==> config.mk <==
export PLATFORM = sky130hd
export DESIGN_NAME = field_sensor_dsp_config
export DESIGN_NICKNAME = d
export VERILOG_FILES = /design/src/hdl/field_sensor_pkg.sv /design/src/hdl/field_dsp_core.sv /design/src/hdl/field_sensor_dsp_config.sv
export SDC_FILE = /design/constraint.sdc
export NUM_CORES = 1
export LEC_CHECK = 0
export ABC_AREA = 1
export BUFFER_PORTS_ARGS = -buffer_cell sky130_fd_sc_hd__buf_2
export CAP_MARGIN = 20
export CORE_MARGIN = 3
export CORE_UTILIZATION = 55
export DETAILED_ROUTE_END_ITERATION = 10
export GPL_TIMING_DRIVEN = 0
export PLACE_DENSITY = 0.71
export SLEW_MARGIN = 40
export SYNTH_ARGS = -nofsm -noshare
export SYNTH_HDL_FRONTEND = slang
export SYNTH_SLANG_ARGS = --single-unit
==> constraint.sdc <==
create_clock -name clk_sys_i -period 44.5 [get_ports clk_sys_i]
set_input_delay 2.225 -clock clk_sys_i [delete_from_list [all_inputs] [get_ports clk_sys_i]]
set_output_delay 2.225 -clock clk_sys_i [all_outputs]
set_load 0.005 [all_outputs]
==> src/hdl/field_sensor_pkg.sv <==
// shared constants, field layouts and carrier types for the field sensor core
package field_sensor_pkg;
    // supply-line bit timing
    localparam int CLK_PERIOD_NS = 50;
    localparam int BIT_TIME_NS = 1000;
    localparam int BIT_CYC = (BIT_TIME_NS + CLK_PERIOD_NS - 1) / CLK_PERIOD_NS;
    localparam logic [7:0] BIT_CYC_C = 8'(BIT_CYC);
    localparam logic [7:0] START_CYC_C = 8'(BIT_CYC + BIT_CYC / 2);
    localparam logic [4:0] CMD_BITS_C = 5'h14;
    localparam logic [4:0] REPLY_BITS_C = 5'h11;

    // word addresses carried in a command
    localparam logic [2:0] ADDR_GAIN_OFFSET = 3'h0;
    localparam logic [2:0] ADDR_RANGE_TEMPCO_LOCK = 3'h1;
    localparam logic [2:0] ADDR_PROD_INFO_A = 3'h2;
    localparam logic [2:0] ADDR_PROD_INFO_B = 3'h3;
    localparam logic [2:0] ADDR_MEASURED = 3'h4;

    // gain_offset_word layout
    localparam int OFFSET_LSB = 0;
    localparam int GAIN_LSB = 8;
    // range_tempco_lock_word layout, bit 15 reserved
    localparam int RANGE_LSB = 0;
    localparam int TC_LSB = 3;
    localparam int QUADRATIC_TEMP_COEFF_LSB = 8;
    localparam int OFFSET_ALIGNMENT_FLAG_BIT = 13;
    localparam int LOCK_BIT = 14;

    localparam logic [15:0] WORD_ERASED = 16'h0000;
    localparam logic [9:0] DIAG_CODE = 10'h000;
    localparam logic [9:0] MID_CODE = 10'h200;
    localparam logic signed [9:0] RESULT_MAX = 10'sh1ff;
    localparam logic signed [9:0] RESULT_MIN = -10'sh200;

    // fixed-point scaling: gain 1.0 = 64, tempco factor 1.0 = 4096
    localparam int GAIN_FRAC = 6;
    localparam int TC_FRAC = 12;
    localparam int QUADRATIC_TEMP_COEFF_SHIFT = 6;
    localparam logic signed [21:0] TC_UNITY = 22'sh001000;

    typedef struct packed {
        logic signed [7:0] gain;
        logic signed [7:0] offset;
        logic [2:0] field_range_select;
        logic signed [4:0] linear_temp_coeff;
        logic signed [4:0] quadratic_temp_coeff;
        logic offset_alignment_flag;
        logic user_lock_flag;
    } dsp_cfg_t;

    typedef struct packed {
        logic write;
        logic [2:0] addr;
        logic [15:0] data;
    } cmd_t;

    function automatic dsp_cfg_t decode_cfg(input logic [15:0] w0, input logic [15:0] w1);
        dsp_cfg_t c;
        c.gain = w0[GAIN_LSB +: 8];
        c.offset = w0[OFFSET_LSB +: 8];
        c.field_range_select = w1[RANGE_LSB +: 3];
        c.linear_temp_coeff = w1[TC_LSB +: 5];
        c.quadratic_temp_coeff = w1[QUADRATIC_TEMP_COEFF_LSB +: 5];
        c.offset_alignment_flag = w1[OFFSET_ALIGNMENT_FLAG_BIT];
        c.user_lock_flag = w1[LOCK_BIT];
        return c;
    endfunction
endpackage

==> src/hdl/field_dsp_core.sv <==
// offset adder, temperature-compensated gain multiplier and overflow check
`timescale 1ns/1ns
module field_dsp_core
    import field_sensor_pkg::*;
(
    input wire logic clk_sys_i,
    input wire logic rst_i,
    input field_sensor_pkg::dsp_cfg_t cfg_i,
    input wire logic signed [9:0] sample_i,
    input wire logic sample_valid_i,
    input wire logic signed [7:0] temp_i,
    output logic signed [9:0] result_o,
    output logic overflow_o,
    output logic result_valid_o
);
    logic signed [9:0] off_ext;
    logic signed [10:0] diff;
    logic signed [21:0] lin;
    logic signed [21:0] quad;
    logic signed [21:0] factor;
    logic signed [29:0] gain_raw;
    logic signed [17:0] eff_gain;
    logic signed [28:0] prod;
    logic signed [22:0] scaled;

    // msb-aligned offset covers full scale, lsb-aligned a quarter of it
    assign off_ext = cfg_i.offset_alignment_flag ? {cfg_i.offset, 2'b00}
                                                 : {{2{cfg_i.offset[7]}}, cfg_i.offset};
    assign diff = 11'(sample_i) - 11'(off_ext);
    assign lin = 22'(cfg_i.linear_temp_coeff * temp_i);
    assign quad = 22'((cfg_i.quadratic_temp_coeff * temp_i * temp_i) >>> QUADRATIC_TEMP_COEFF_SHIFT);
    assign factor = TC_UNITY + lin + quad;
    assign gain_raw = 30'(cfg_i.gain * factor);
    assign eff_gain = 18'(gain_raw >>> TC_FRAC);
    assign prod = 29'(eff_gain * diff);
    assign scaled = 23'(prod >>> GAIN_FRAC);

    always_ff @(posedge clk_sys_i) begin
        if (rst_i) begin
            result_o <= '0;
            overflow_o <= 1'b0;
            result_valid_o <= 1'b0;
        end else begin
            result_valid_o <= sample_valid_i;
            if (sample_valid_i) begin
                // saturate so the stored value stays the nearest legal one
                if (scaled > 23'(RESULT_MAX)) begin
                    result_o <= RESULT_MAX;
                    overflow_o <= 1'b1;
                end else if (scaled < 23'(RESULT_MIN)) begin
                    result_o <= RESULT_MIN;
                    overflow_o <= 1'b1;
                end else begin
                    result_o <= 10'(scaled);
                    overflow_o <= 1'b0;
                end
            end
        end
    end
endmodule

==> src/hdl/field_sensor_dsp_config.sv <==
// field sensor core: signal path, configuration words and supply-line access
//
// Notes on behaviour
// sample conditioned by settings, drives dac
// arithmetic, adc or heat fault forces diagnostic band
// lock refuses programming, never clearable; nvm_erase_i clears the stored lock bit and the next rst_i unlocks
// supply-line commands read/write, answer on output
// programming only via supply line, unlocked
// negative gain: south field raises output
// measured value read-only, 10 valid signed bits
// gain one: north field increases measured value
// four 16-bit configuration words
// first word holds gain and offset
// gain -2 to 2 in 1/64 steps
// gain one maps adc full scale
// offset is adder term, zero-field level
// alignment flag scales offset span by four
// second word: range, tempcos, alignment, lock
// range code selects adc field range
// tempcos shape gain slope and curvature
// third and fourth words factory, read-only
// result is gain times sample minus offset
// lock effective after power cycle; reads answered
// measured value refreshed every conversion
`timescale 1ns/1ns
module field_sensor_dsp_config
    import field_sensor_pkg::*;
#(
    // production words, values arbitrary
    parameter logic [15:0] PROD_INFO_A = 16'h0000,
    parameter logic [15:0] PROD_INFO_B = 16'h0000
) (
    input wire logic clk_sys_i,
    input wire logic rst_i,
    input wire logic supply_program_line_i,
    input wire logic nvm_erase_i,
    input wire logic signed [9:0] adc_sample_i,
    input wire logic adc_valid_i,
    input wire logic adc_range_fault_i,
    input wire logic overtemp_i,
    input wire logic signed [7:0] temp_i,
    output logic [2:0] field_range_select_o,
    output logic [9:0] dac_code_o,
    output logic diagnostic_output_band_o,
    output logic [15:0] measured_field_value_o,
    output logic lock_active_o,
    output logic answer_en_o,
    output logic answer_o
);
    import field_sensor_pkg::*;

    typedef enum {
        ST_IDLE,
        ST_START,
        ST_RX,
        ST_EXEC,
        ST_TX
    } link_state_t;

    ////////////////////////////////////////////////////////////////////////////
    // nonvolatile words
    ////////////////////////////////////////////////////////////////////////////

    logic [15:0] nvm_q [0:1];
    logic lock_active_q;
    dsp_cfg_t cfg;
    cmd_t cmd;
    logic write_ok;

    assign cfg = decode_cfg(nvm_q[0], nvm_q[1]);

    // storage survives rst_i like eeprom; only the factory erase clears it
    always_ff @(posedge clk_sys_i) begin
        if (nvm_erase_i) begin
            nvm_q[0] <= WORD_ERASED;
            nvm_q[1] <= WORD_ERASED;
        end else if (write_ok) begin
            nvm_q[cmd.addr[0]] <= cmd.data;
        end
    end

    // lock taken only at power-up, so a fresh lock bit waits for a cycle
    always_ff @(posedge clk_sys_i) begin
        if (rst_i) begin
            lock_active_q <= nvm_q[1][LOCK_BIT];
        end
    end

    ////////////////////////////////////////////////////////////////////////////
    // supply-line receiver
    ////////////////////////////////////////////////////////////////////////////

    logic sync1_q;
    logic sync2_q;
    logic sync3_q;
    logic line_q;
    logic line_rise;
    link_state_t state_q;
    logic [7:0] cnt_q;
    logic [4:0] nbits_q;
    logic [19:0] shift_q;
    logic [16:0] reply_q;
    logic [16:0] reply_d;
    logic tick;
    logic rx_slot;
    logic tx_slot;

    always_ff @(posedge clk_sys_i) begin
        if (rst_i) begin
            sync1_q <= 1'b0;
            sync2_q <= 1'b0;
            sync3_q <= 1'b0;
        end else begin
            sync1_q <= supply_program_line_i;
            sync2_q <= sync1_q;
            sync3_q <= sync2_q;
        end
    end

    // a level change counts only once two stages agree
    always_ff @(posedge clk_sys_i) begin
        if (rst_i) begin
            line_q <= 1'b0;
        end else if (sync2_q == sync3_q) begin
            line_q <= sync3_q;
        end
    end

    assign line_rise = sync2_q & sync3_q & ~line_q;
    assign tick = (cnt_q == 8'h00);
    assign rx_slot = tick && (state_q == ST_START || state_q == ST_RX);
    assign tx_slot = tick && (state_q == ST_TX);
    assign cmd = shift_q;

    // programming is accepted only while unlocked, and only words 0 and 1
    assign write_ok = (state_q == ST_EXEC) && cmd.write && !lock_active_q
                      && (cmd.addr == ADDR_GAIN_OFFSET
                          || cmd.addr == ADDR_RANGE_TEMPCO_LOCK);

    ////////////////////////////////////////////////////////////////////////////
    // command sequencer
    ////////////////////////////////////////////////////////////////////////////

    always_comb begin
        reply_d = '0;
        if (cmd.write) begin
            // echo the word with an acknowledge bit, zero when refused
            reply_d = {write_ok, cmd.data};
        end else begin
            case (cmd.addr)
                ADDR_GAIN_OFFSET: reply_d = {1'b1, nvm_q[0]};
                ADDR_RANGE_TEMPCO_LOCK: reply_d = {1'b1, nvm_q[1]};
                ADDR_PROD_INFO_A: reply_d = {1'b1, PROD_INFO_A};
                ADDR_PROD_INFO_B: reply_d = {1'b1, PROD_INFO_B};
                ADDR_MEASURED: reply_d = {1'b1, measured_field_value_o};
                default: reply_d = '0;
            endcase
        end
    end

    // every phase but idle and exec ends on the bit timer
    always_ff @(posedge clk_sys_i) begin
        if (rst_i) begin
            state_q <= ST_IDLE;
        end else begin
            case (state_q)
                ST_IDLE: begin
                    if (line_rise) begin
                        state_q <= ST_START;
                    end
                end
                ST_START: begin
                    if (tick) begin
                        state_q <= ST_RX;
                    end
                end
                ST_RX: begin
                    if (tick && nbits_q == CMD_BITS_C - 5'h01) begin
                        state_q <= ST_EXEC;
                    end
                end
                ST_EXEC: begin
                    state_q <= ST_TX;
                end
                ST_TX: begin
                    // line activity during the answer is ignored
                    if (tx_slot && nbits_q == REPLY_BITS_C - 5'h01) begin
                        state_q <= ST_IDLE;
                    end
                end
                default: begin
                    state_q <= ST_IDLE;
                end
            endcase
        end
    end

    // first sample lands mid-way through the first data bit
    always_ff @(posedge clk_sys_i) begin
        if (rst_i) begin
            cnt_q <= 8'h00;
        end else if (state_q == ST_IDLE) begin
            if (line_rise) begin
                cnt_q <= START_CYC_C - 8'h01;
            end
        end else if (tick || state_q == ST_EXEC) begin
            cnt_q <= BIT_CYC_C - 8'h01;
        end else begin
            cnt_q <= cnt_q - 8'h01;
        end
    end

    // one bit counter serves both the command and the answer
    always_ff @(posedge clk_sys_i) begin
        if (rst_i) begin
            nbits_q <= 5'h00;
        end else if (state_q == ST_EXEC) begin
            nbits_q <= 5'h00;
        end else if (tick && state_q == ST_START) begin
            nbits_q <= 5'h01;
        end else if (rx_slot || tx_slot) begin
            nbits_q <= nbits_q + 5'h01;
        end
    end

    always_ff @(posedge clk_sys_i) begin
        if (rst_i) begin
            shift_q <= '0;
        end else if (rx_slot) begin
            shift_q <= {shift_q[18:0], line_q};
        end
    end

    always_ff @(posedge clk_sys_i) begin
        if (rst_i) begin
            reply_q <= '0;
        end else if (state_q == ST_EXEC) begin
            reply_q <= reply_d;
        end else if (tx_slot) begin
            reply_q <= {reply_q[15:0], 1'b0};
        end
    end

    // answer shares the output pin; enable marks the digital reply
    always_ff @(posedge clk_sys_i) begin
        if (rst_i) begin
            answer_en_o <= 1'b0;
            answer_o <= 1'b0;
        end else begin
            answer_en_o <= (state_q == ST_TX);
            answer_o <= (state_q == ST_TX) && reply_q[16];
        end
    end

    ////////////////////////////////////////////////////////////////////////////
    // signal path
    ////////////////////////////////////////////////////////////////////////////

    logic signed [9:0] dsp_result;
    logic dsp_ovf;
    logic dsp_valid;
    logic adc_fault_q;
    logic sample_err_q;
    logic [9:0] code_q;

    // the sample counts north fields positive, so positive gain raises
    // the measured value for north and negative gain for south
    field_dsp_core u_dsp (
        .clk_sys_i(clk_sys_i),
        .rst_i(rst_i),
        .cfg_i(cfg),
        .sample_i(adc_sample_i),
        .sample_valid_i(adc_valid_i),
        .temp_i(temp_i),
        .result_o(dsp_result),
        .overflow_o(dsp_ovf),
        .result_valid_o(dsp_valid)
    );

    // align the converter fault with the one-cycle dsp latency
    always_ff @(posedge clk_sys_i) begin
        if (rst_i) begin
            adc_fault_q <= 1'b0;
        end else if (adc_valid_i) begin
            adc_fault_q <= adc_range_fault_i;
        end
    end

    always_ff @(posedge clk_sys_i) begin
        if (rst_i) begin
            measured_field_value_o <= 16'h0000;
        end else if (dsp_valid) begin
            measured_field_value_o <= {{6{dsp_result[9]}}, dsp_result};
        end
    end

    always_ff @(posedge clk_sys_i) begin
        if (rst_i) begin
            code_q <= MID_CODE;
        end else if (dsp_valid) begin
            code_q <= {~dsp_result[9], dsp_result[8:0]};
        end
    end

    always_ff @(posedge clk_sys_i) begin
        if (rst_i) begin
            sample_err_q <= 1'b0;
        end else if (dsp_valid) begin
            sample_err_q <= dsp_ovf | adc_fault_q;
        end
    end

    // overtemperature acts at once, not only at the next sample
    always_ff @(posedge clk_sys_i) begin
        if (rst_i) begin
            dac_code_o <= DIAG_CODE;
            diagnostic_output_band_o <= 1'b0;
        end else if (sample_err_q || overtemp_i) begin
            dac_code_o <= DIAG_CODE;
            diagnostic_output_band_o <= 1'b1;
        end else begin
            dac_code_o <= code_q;
            diagnostic_output_band_o <= 1'b0;
        end
    end

    always_ff @(posedge clk_sys_i) begin
        if (rst_i) begin
            field_range_select_o <= 3'h0;
        end else begin
            field_range_select_o <= cfg.field_range_select;
        end
    end

    always_ff @(posedge clk_sys_i) begin
        if (rst_i) begin
            lock_active_o <= 1'b0;
        end else begin
            lock_active_o <= lock_active_q;
        end
    end
endmodule

# Yosys cells after proc, flatten, opt, wreduce, memory -nomap -nowiden
# Memory sizes are Yosys's and may differ from the RTL's.
# Index checks and enable logic that the tools add are counted.
# W data, S select, Z words.
dict set report word_totals {
  ff_bits 138
  mem_bits_rw 32
  in_bits 25
  output_inout_bits 33
  memories 1
}
dict set report op_classes {
  add_sub_neg 5
  mul 5
  order_cmp 2
  n_eq_ne 20
  muxes 28
  n_bitwise 5
  reduce_logical 27
}
# memory words word_bits rd rd_ports_with_merged_regs write_ports line
set mem_list {}
lappend mem_list {nvm_q 2 16 2 0 2 field_sensor_dsp_config.sv:64} ;# logic [15:0] nvm_q [0:1];
# operator count
set ops {}
lappend ops {{$pmux W32 S5} 1}
lappend ops {{$mux W32} 4}
lappend ops {{$eq A32 B2 Y1 const B} 3}
lappend ops {{$eq A32 B3 Y1 const B} 3}
lappend ops {{$pmux W17 S4} 1}
lappend ops {{$logic_not A32 Y1} 2}
lappend ops {{$mux W17} 3}
lappend ops {{$eq A32 B1 Y1 const B} 1}
lappend ops {{$eq A32 B4 Y1 const B} 1}
lappend ops {{$mul A8 B22 Y30} 1}
lappend ops {{$mul A18 B11 Y29} 1}
lappend ops {{$mul A5 B8 Y13} 2}
lappend ops {{$mux W8} 3}
lappend ops {{$gt A23 B10 Y1 const B} 1}
lappend ops {{$lt A23 B10 Y1 const B} 1}
lappend ops {{$add A14 B22 Y22 const A} 1}
lappend ops {{$add A22 B16 Y22} 1}
lappend ops {{$mul A13 B8 Y21} 1}
lappend ops {{$mux W10} 2}
lappend ops {{$mux W16} 1}
lappend ops {{$reduce_or A16 Y1} 1}
lappend ops {{$mux W1} 12}
lappend ops {{$sub A10 B10 Y11} 1}
lappend ops {{$eq A5 B5 Y1 const B} 2}
lappend ops {{20 further kinds} 42}

# Logic depth before layout (Yosys ltp)
# Gate-level depths: netlist of the first run.
dict set report depth {
  word_depth 9
  ltp_mapped 103
}

# By module
# A second synthesis of the first run with hierarchy kept.
dict set report unflattened {
  cells_unflattened 3086
  area_unflattened_um2 23596.4
}
# mod instances cells_each area_per_inst_um2 seq_area_each_um2
set by_module_without_submodules {}
lappend by_module_without_submodules {field_dsp_core 1 2429 18321.3 240.2}
lappend by_module_without_submodules {field_sensor_dsp_config 1 657 5275.1 2732.6}

# Least setup slack after synthesis of the first run
# No wires, ideal clock.
dict set report synth_timing {
  path_type {in2reg}
  start {in temp_i[4]}
  end {reg u_dsp.overflow_o}
  t_arrival_ns 18.848
  setup_slack_ns 25.543
  path_stages 83
  n_path_buf 3
  path_cell_list {clkbuf_1 clkbuf_1 nand2_1 fa_1 fa_1 inv_1 fa_1 inv_1 fa_1 o21ai_0 nand2_1 nand2_1 a21oi_1 or2_2 nand2_1 a21oi_1 xor2_1 inv_1 [47 not listed] fa_1 inv_1 ha_1 nand2_1 nor2_1 inv_1 nor2_1 nand3_1 nand3_1 nand2_1 nand2_1 nand3_1 nor2_1 nand4_2 nand2_1 nand3_1 nand2_1 inv_1}
}
dict set report synth_via {
  elab_chain_cells 8
}
# element line
set synth_lines {}
lappend synth_lines {{from (decl)} field_sensor_dsp_config.sv:41} ;# input wire logic signed [7:0] temp_i,
lappend synth_lines {{$mul A5 B8 Y13 (on tied branches)} {field_dsp_core.sv:31, field_dsp_core.sv:30}}
lappend synth_lines {{$mul A13 B8 Y21 or $add A14 B22 Y22 (tied branches)} {field_dsp_core.sv:31, field_dsp_core.sv:32}}
lappend synth_lines {{$add A22 B16 Y22 *} field_dsp_core.sv:32} ;# assign factor = TC_UNITY + lin + quad;
lappend synth_lines {{$mul A8 B22 Y30 *} field_dsp_core.sv:33} ;# assign gain_raw = 30'(cfg_i.gain * factor);
lappend synth_lines {{$mul A18 B11 Y29 *} field_dsp_core.sv:35} ;# assign prod = 29'(eff_gain * diff);
lappend synth_lines {{$lt A23 B10 Y1} field_dsp_core.sv:50} ;# end else if (scaled < 23'(RESULT_MIN)) begin
lappend synth_lines {{$mux W1} field_dsp_core.sv:50}
lappend synth_lines {{$mux W1 *} field_dsp_core.sv:47} ;# if (scaled > 23'(RESULT_MAX)) begin
lappend synth_lines {{to (signal assigned)} field_dsp_core.sv:49} ;# overflow_o <= 1'b1;
lappend synth_lines {{to (signal assigned)} field_dsp_core.sv:52} ;# overflow_o <= 1'b1;
lappend synth_lines {{to (signal assigned)} field_dsp_core.sv:55} ;# overflow_o <= 1'b0;
lappend synth_lines {{to (decl)} field_dsp_core.sv:13} ;# output logic overflow_o,
# Every way passes the cells marked *; elsewhere a longest branch is shown, timed or not.
# A chain may end at the register's enable or synchronous reset.

# Worst setup path in the final report of the first run
dict set report layout_timing {
  start {in temp_i[4]}
  end {reg u_dsp.result_o[0]}
}
dict set report layout_via {
  elab_chain_cells 8
}
# element line
set layout_lines {}
lappend layout_lines {{$mul A5 B8 Y13 (on tied branches)} {field_dsp_core.sv:31, field_dsp_core.sv:30}}
lappend layout_lines {{$mul A13 B8 Y21 or $add A14 B22 Y22 (tied branches)} {field_dsp_core.sv:31, field_dsp_core.sv:32}}
lappend layout_lines {{$add A22 B16 Y22 *} field_dsp_core.sv:32}
lappend layout_lines {{$mul A8 B22 Y30 *} field_dsp_core.sv:33}
lappend layout_lines {{$mul A18 B11 Y29 *} field_dsp_core.sv:35}
lappend layout_lines {{$lt A23 B10 Y1} field_dsp_core.sv:50}
lappend layout_lines {{$mux W10} field_dsp_core.sv:50}
lappend layout_lines {{$mux W10 *} field_dsp_core.sv:47}
lappend layout_lines {{to (signal assigned)} field_dsp_core.sv:54} ;# result_o <= 10'(scaled);
lappend layout_lines {{to (decl)} field_dsp_core.sv:12} ;# output logic signed [9:0] result_o,
# Marked as above.

==> results of run 1 <==
final timing paths:
| check | from | end | slack [ns] | cells past startpoint |
|---|---|---|---|---|
| max | temp_i[4] | u_dsp.result_o[0] | 22.91 | 84 |
| min | sync1_q | sync2_q | 0.40 | 2 |
| max reg2reg | nvm_q[1][8] | u_dsp.result_o[0] | 24.94 | 83 |
| min reg2reg | sync1_q | sync2_q | 0.40 | 2 |
worst max-delay path, delay by kind of cell:
kind                       cells  cell delay, ns
buffers and inverters         16            2.12
AOI/OAI and AO/OA              8            1.56
adders and majority gates     22           10.42
and+or+nand+nor               35            4.04
xor gates and xnor gates       3            1.49
sequential cells by signal, summed over array words and instances, names as in the netlist, 3 cells and up:
name                    cells
measured_field_value_o     10
cmd                        20
nbits_q                     5
state_q                     3
nvm_q                      32
field_range_select_o        3
dac_code_o                 10
cnt_q                       8
u_dsp.result_o             10
reply_q                    17
metal layers:
metal,vias to the layer above,GRT usage,routed length [um]
li1,10500,-,-
met1,10300,0.372,28900
met2,574,0.423,29500
met3,78,0.0402,4130
met4,0,0.0527,1180
met5,-,0,0
cells in the mapped netlist, types with 3 or more instances:
master	n	area [um^2]
inv_1	854	3210
nand2_1	635	2380
fa_1	434	8690
nor2_1	419	1570
ha_1	256	3200
a21oi_1	156	781
dfxtp_1	99	1980
o21ai_0	99	495
clkbuf_1	70	263
nand3_1	63	315
xnor2_1	50	438
xor2_1	49	429
edfxtp_1	33	991
nor3_1	21	105
buf_4	15	113
o21bai_1	15	113
or2_2	15	93.8
inv_2	14	52.6
o211ai_1	14	105
nand4_1	13	81.3
a21o_1	8	60.1
clkinv_1	8	30.0
nand2_2	8	50.1
o221ai_1	8	70.1
a211oi_1	7	52.6
o21ai_1	7	35.0
o22ai_1	7	43.8
a41oi_1	6	52.6
buf_2	5	25.0
nor2_2	5	31.3
nand2_4	4	45.0
nand3_2	4	40.0
nand3b_1	4	30.0
nor3_2	4	40.0
xnor2_2	4	65.1
a21boi_0	3	22.5
a221oi_1	3	26.3
a31o_2	3	26.3
a31oi_1	3	18.8
nor4_1	3	18.8
o21ai_2	3	26.3
or2_1	3	18.8
logic make-up after synthesis:
group / after synthesis / share of synthesized area
simple gates: 1211 / 0.185
buf+inv: 970 / 0.140
flops: 132 / 0.112
compound gates: 352 / 0.0772
xor+xnor: 107 / 0.0384
fa+ha+maj: 690 / 0.447
stage by stage:
| stage | area, um^2 | utilization |
|---|---|---|
| final | 28200 | 0.598 |
| after CTS | 28200 | 0.597 |
| after floorplan | 26600 | - |
| after global routing | 28200 | 0.598 |
| after global placement | 27600 | 0.585 |
| after detailed placement | 27600 | 0.586 |
cell type report:
class	count	area, um^2
plain buffers	94	424
clock buffers	20	437
clock inverters	12	90.1
fillers	4372	19000
inverters	876	3290
multi-input cells	2360	20000
flip-flops and latches	132	2970
well taps	607	759
repair buffers	53	265
==> run summary, run 1 <==
Rel. slew slack -> 0.417
Worst Slack Setup Final -> 22.91 ns
Most used DFF post-synth -> dfxtp_1
chip height -> 226 um
H-tree levels -> 4
critical path class -> input port to flop
drt drc -> 0
Pre-antenna DRT Iters -> 6
syn_area_per_cell -> 7.68 um^2
minimum clock period -> 21.59 ns
TritonCTS buffer count -> 17
first-pass GRT wire length -> 107000 um
final setup violation count -> 0
most frequent cells in the layout -> inv_1 (854), nand2_1 (635), fa_1 (434), nor2_1 (419), ha_1 (256)
Overflow after GRT -> 0
core region area -> 47100 um^2
die width -> 226 um
WL final -> 63700 um
sequential element share of the synthesized area -> 0.112
Ys Warns -> 0
Setup crit end kind -> flop
cell count after synthesis -> 3462
Final Slew Violations -> 0
antenna violations before repair -> 0
final hold vios -> 0
Seq cells post-synth -> 132
hold buffers post-CTS -> 0
RSZ-0062 raised after global routing -> false
fin nets -> 4249
WL per Instance -> 15.3 um
# rows -> 79
cell area after synthesis -> 26600 um^2
clk_skew -> 0.00806 ns
crit-path max FO -> 10
routed vias -> 21400
setup bufs post-CTS -> 0
vias in the first global route -> 21400
Clock Pin Slew Worst Setup and Hold Paths -> 0.06 ns
CTS tree -> built
Inst Count DP -> 4122
Post-Place Worst Slack -> 22.64 ns
worst-skew pair later-pin latency -> 0.42 ns
IO buf count -> 53
DP Wirelength -> 54700 um
status -> finished, final reports clean
DR iter-0 viols -> 1270
hold crit path type -> flop to flop
Root Buffer -> clkbuf_16
area growth from synthesis to layout -> 6.06%
Antenna Nets Post-Route -> 0
CP required -> 44.81 ns
Unique masters post-synth -> 64
maximum clock rate -> 0.0463 GHz
worst slew pin tran -> 0.871 ns
Max-Cap Viols -> 0
antenna diode count -> 0
Total GRT Usage -> 0.260
CP max stage delay -> 0.62 ns
routed vias/inst -> 5.16
Tcrit/Tclk final -> 0.485
most common cell after layout, fill and taps aside -> inv_1
worst hold margin -> 0.402 ns
largest net degree at the start of global routing -> 17
syn_nets -> 4177
Post-synth EDFFs -> 33
Clock Sinks -> 132
clk buf depth -> 2
Critical Path AT -> 21.90 ns
Die ar. -> 51000 um^2
Ports -> 58
setup TNS -> 0 ns
Initial Util -> 0.564
Slowest-stage cell, CP -> xor2_1
most frequent CP cell -> nand2_1
PostCTS Resize Cnt -> 0
Layout Cells excl Fill -> 4154
CP startpoint kind -> input port
routability cong. -> 0.920
share of post-route cells with drive strength above 1 -> 0.0533
ys async rst share -> 0
Power of run 1 is not shown: default switching activity piles up to over one toggle a cycle in this logic, so the estimate is an artifact.
==> inputs of run 2 (changes only) <==
ABC_AREA = 0   (was 1)
clock period = 20.4 ns   (was 44.5 ns; I/O delays follow)
==> run 2 against run 1 <==
Routed wire length rose by 1.1%. Design area is 2.4% higher. Register-to-register slack worse by 24 ns. Global-route usage is 0.15 points higher. Count of clock-buffer cells in the layout decreased by 3. Via count fell by 6.0%. Synthesized cell count down 16%. Worst setup slack got worse by 22 ns. Flip-flop and latch count stayed put. Critical path type unchanged.
==> run summary, run 2 <==
hold crit path type -> flop to flop
cell area after synthesis -> 26000 um^2 (-2.1%)
drt drc -> 0 (unchanged)
share of post-route cells with drive strength above 1 -> 0.109 (+0.0554)
clk buf depth -> 2 (unchanged)
Initial Util -> 0.558 (-0.00602)
TritonCTS buffer count -> 17 (unchanged)
dpl cell area -> 27200 um^2 (-1.7%)
Slowest-stage cell, CP -> fa_1
hold buffers post-CTS -> 0 (unchanged)
routed vias/inst -> 5.53 (+7.2%)
most frequent cells in the layout -> inv_1 (543), fa_1 (431), nand2_1 (287), ha_1 (241), and2_1 (216)
Clock Pin Slew Worst Setup and Hold Paths -> 0.07 ns (about the same)
Total GRT Usage -> 0.262 (+0.00150)
CP max stage delay -> 0.56 ns (-0.06 ns)
Critical Path AT -> 20.03 ns (-1.87 ns)
RR Startpoint -> nvm_q[1][8]
routability cong. -> 0.930 (+1.1%)
die width -> 223 um (-1.0%)
CTS tree -> built
filler instances -> 4018 (-8.1%)
routed vias -> 20100 (-6.0%)
first-pass GRT wire length -> 106000 um (-0.62%)
largest area contributor in the netlist -> fa_1
sequential element share of the synthesized area -> 0.114 (+0.00240)
Setup crit end kind -> flop
clk_skew -> 0.0140 ns (+0.00595 ns)
post-route design area -> 28900 um^2 (+2.4%)
Clock Sinks -> 132 (unchanged)
most frequent CP cell -> fa_1
Ys Warns -> 0 (unchanged)
worst slew pin tran -> 0.902 ns (+0.0308 ns)
Rel. slew slack -> 0.396 (-0.0206)
minimum clock period -> 19.70 ns
Root Buffer -> clkbuf_16
antenna diode count -> 0 (unchanged)
Unique masters post-synth -> 88 (+38%)
fin nets -> 3737 (-12%)
WL per Instance -> 17.7 um (+15%)
hold path depth -> 1 (-1)
Overflow after GRT -> 0 (unchanged)
critical path class -> input port to flop
core region area -> 46700 um^2 (-1.0%)
Largest Register -> nvm_q
antenna violations before repair -> 0 (unchanged)
CP startpoint kind -> input port
min-delay src -> sync1_q
most instantiated cells after synthesis -> inv_1 (544), fa_1 (434), nand2_1 (291), ha_1 (256), and2_1 (216)
largest net degree at the start of global routing -> 17 (unchanged)
chip height -> 223 um (-1.0%)
Layout Cells excl Fill -> 3642 (-12%)
Seq cells post-synth -> 132 (unchanged)
Inst Count DP -> 3567 (-13%)
DR iter-0 viols -> 1113 (-12%)
worst-skew pair later-pin latency -> 0.42 ns (about the same)
Post-synth EDFFs -> 33 (unchanged)
Final Slew Violations -> 0 (unchanged)
final hold vios -> 0 (unchanged)
IO buf count -> 57 (+7.5%)
Most used DFF post-synth -> dfxtp_1
Worst Slack Setup Final -> 0.702 ns (-22.21 ns)
Max-Cap Viols -> 0 (unchanged)
max reg flops -> 32 (unchanged)
Crit path max-delay family -> adder cells
Die ar. -> 50000 um^2 (-2.0%)
syn_nets -> 3616 (-13%)
area growth from synthesis to layout -> 10.9%
syn_area_per_cell -> 8.97 um^2 (+17%)
Pre-antenna DRT Iters -> 6 (unchanged)
crit-path max FO -> 10 (unchanged)
Levels on crit path -> 81 (-3.6%)
H-tree levels -> 4 (unchanged)
cell count after synthesis -> 2901 (-16%)
DP Wirelength -> 52700 um (-3.6%)
Post-Place Worst Slack -> -1.97 ns (-24.61 ns)
maximum clock rate -> 0.0508 GHz
status -> finished, final reports clean
ys async rst share -> 0 (unchanged)
WL final -> 64400 um (+1.1%)
CP required -> 20.73 ns (-24.08 ns)
CP Buf/Inv Count -> 15 (-1)
final setup violation count -> 0 (unchanged)
most common cell after layout, fill and taps aside -> inv_1
count leader, synth -> inv_1
ranking of synthesized cells by area -> fa_1 (33%), ha_1 (12%), inv_1 (7.8%)
Tcrit/Tclk final -> 0.966
crit path from -> temp_i[2]
Ports -> 58 (unchanged)
post-synth top area share -> 0.334 (+0.00703)
vias in the first global route -> 20800 (-2.6%)
Antenna Nets Post-Route -> 0 (unchanged)
# rows -> 79 (unchanged)
R2R depth -> 80 (-3.6%)
## run 2: worst paths after layout
check	endpoint	slack, ns
worst max-delay path	u_dsp.result_o[0]	0.70
worst min-delay path	sync2_q	0.45
worst max register to register	u_dsp.result_o[0]	0.84
worst min register to register	sync2_q	0.45
## run 2: per-layer routing
layer,global-route usage,up-vias,routed length [um]
li1,-,9275,-
met1,0.359,10100,27200
met2,0.446,632,31800
met3,0.0324,101,3950
met4,0.0611,0,1510
met5,0,-,0
## run 2: layout make-up
class | instances | area [um^2] | share of cell area
buffer | 101 | 503 | 0.0174
clock buffer | 17 | 425 | 0.0147
clock inverter | 15 | 209 | 0.00724
inverter | 546 | 2050 | 0.0710
multi-input combinational | 2120 | 21300 | 0.737
sequential | 132 | 2970 | 0.103
tap | 607 | 759 | 0.0263
timing repair buffer | 104 | 676 | 0.0234
## run 2: stage by stage
step | hold slack, ns | TNS, ns | utilization
detailed placement | 0.440 | -21.22 | 0.582
finish | 0.447 | 0 | 0.619
global route | 0.467 | -0.747 | 0.619
CTS | 0.455 | 0 | 0.603
floorplan | 0.414 | 0 | -
global placement | 0.439 | -17.22 | 0.580
## run 2: repair_timing
| item | in CTS | in global routing |
|---|---|---|
| pin swaps | 9 | 31 |
| setup buffers | 10 | 35 |
| setup endpoints to repair | 11 | 11 |
| resized for setup | 59 | 103 |
## run 2: cells by family after synthesis
| kind of cell | Yosys count | share of synthesized area |
|---|---|---|
| adder cells (fa/ha/maj) | 690 | 0.457 |
| AND/OR/NAND/NOR | 919 | 0.173 |
| XOR/XNOR | 145 | 0.0510 |
| buffers and inverters | 649 | 0.0964 |
| flip-flops | 132 | 0.114 |
| AO/OA/AOI/OAI | 314 | 0.0869 |
| multiplexers | 52 | 0.0210 |
## run 2: worst reg2reg max path: cells and delay by family (launching register included)
kind,cells,cell delay (ns)
AOI/OAI and AO/OA,27,5.05
xor gates and xnor gates,5,1.05
buffers and inverters,14,1.48
DFF,1,0.51
and+or+nand+nor,12,1.58
adders and majority gates,22,9.82
Power of run 2 is left out for the same reason.
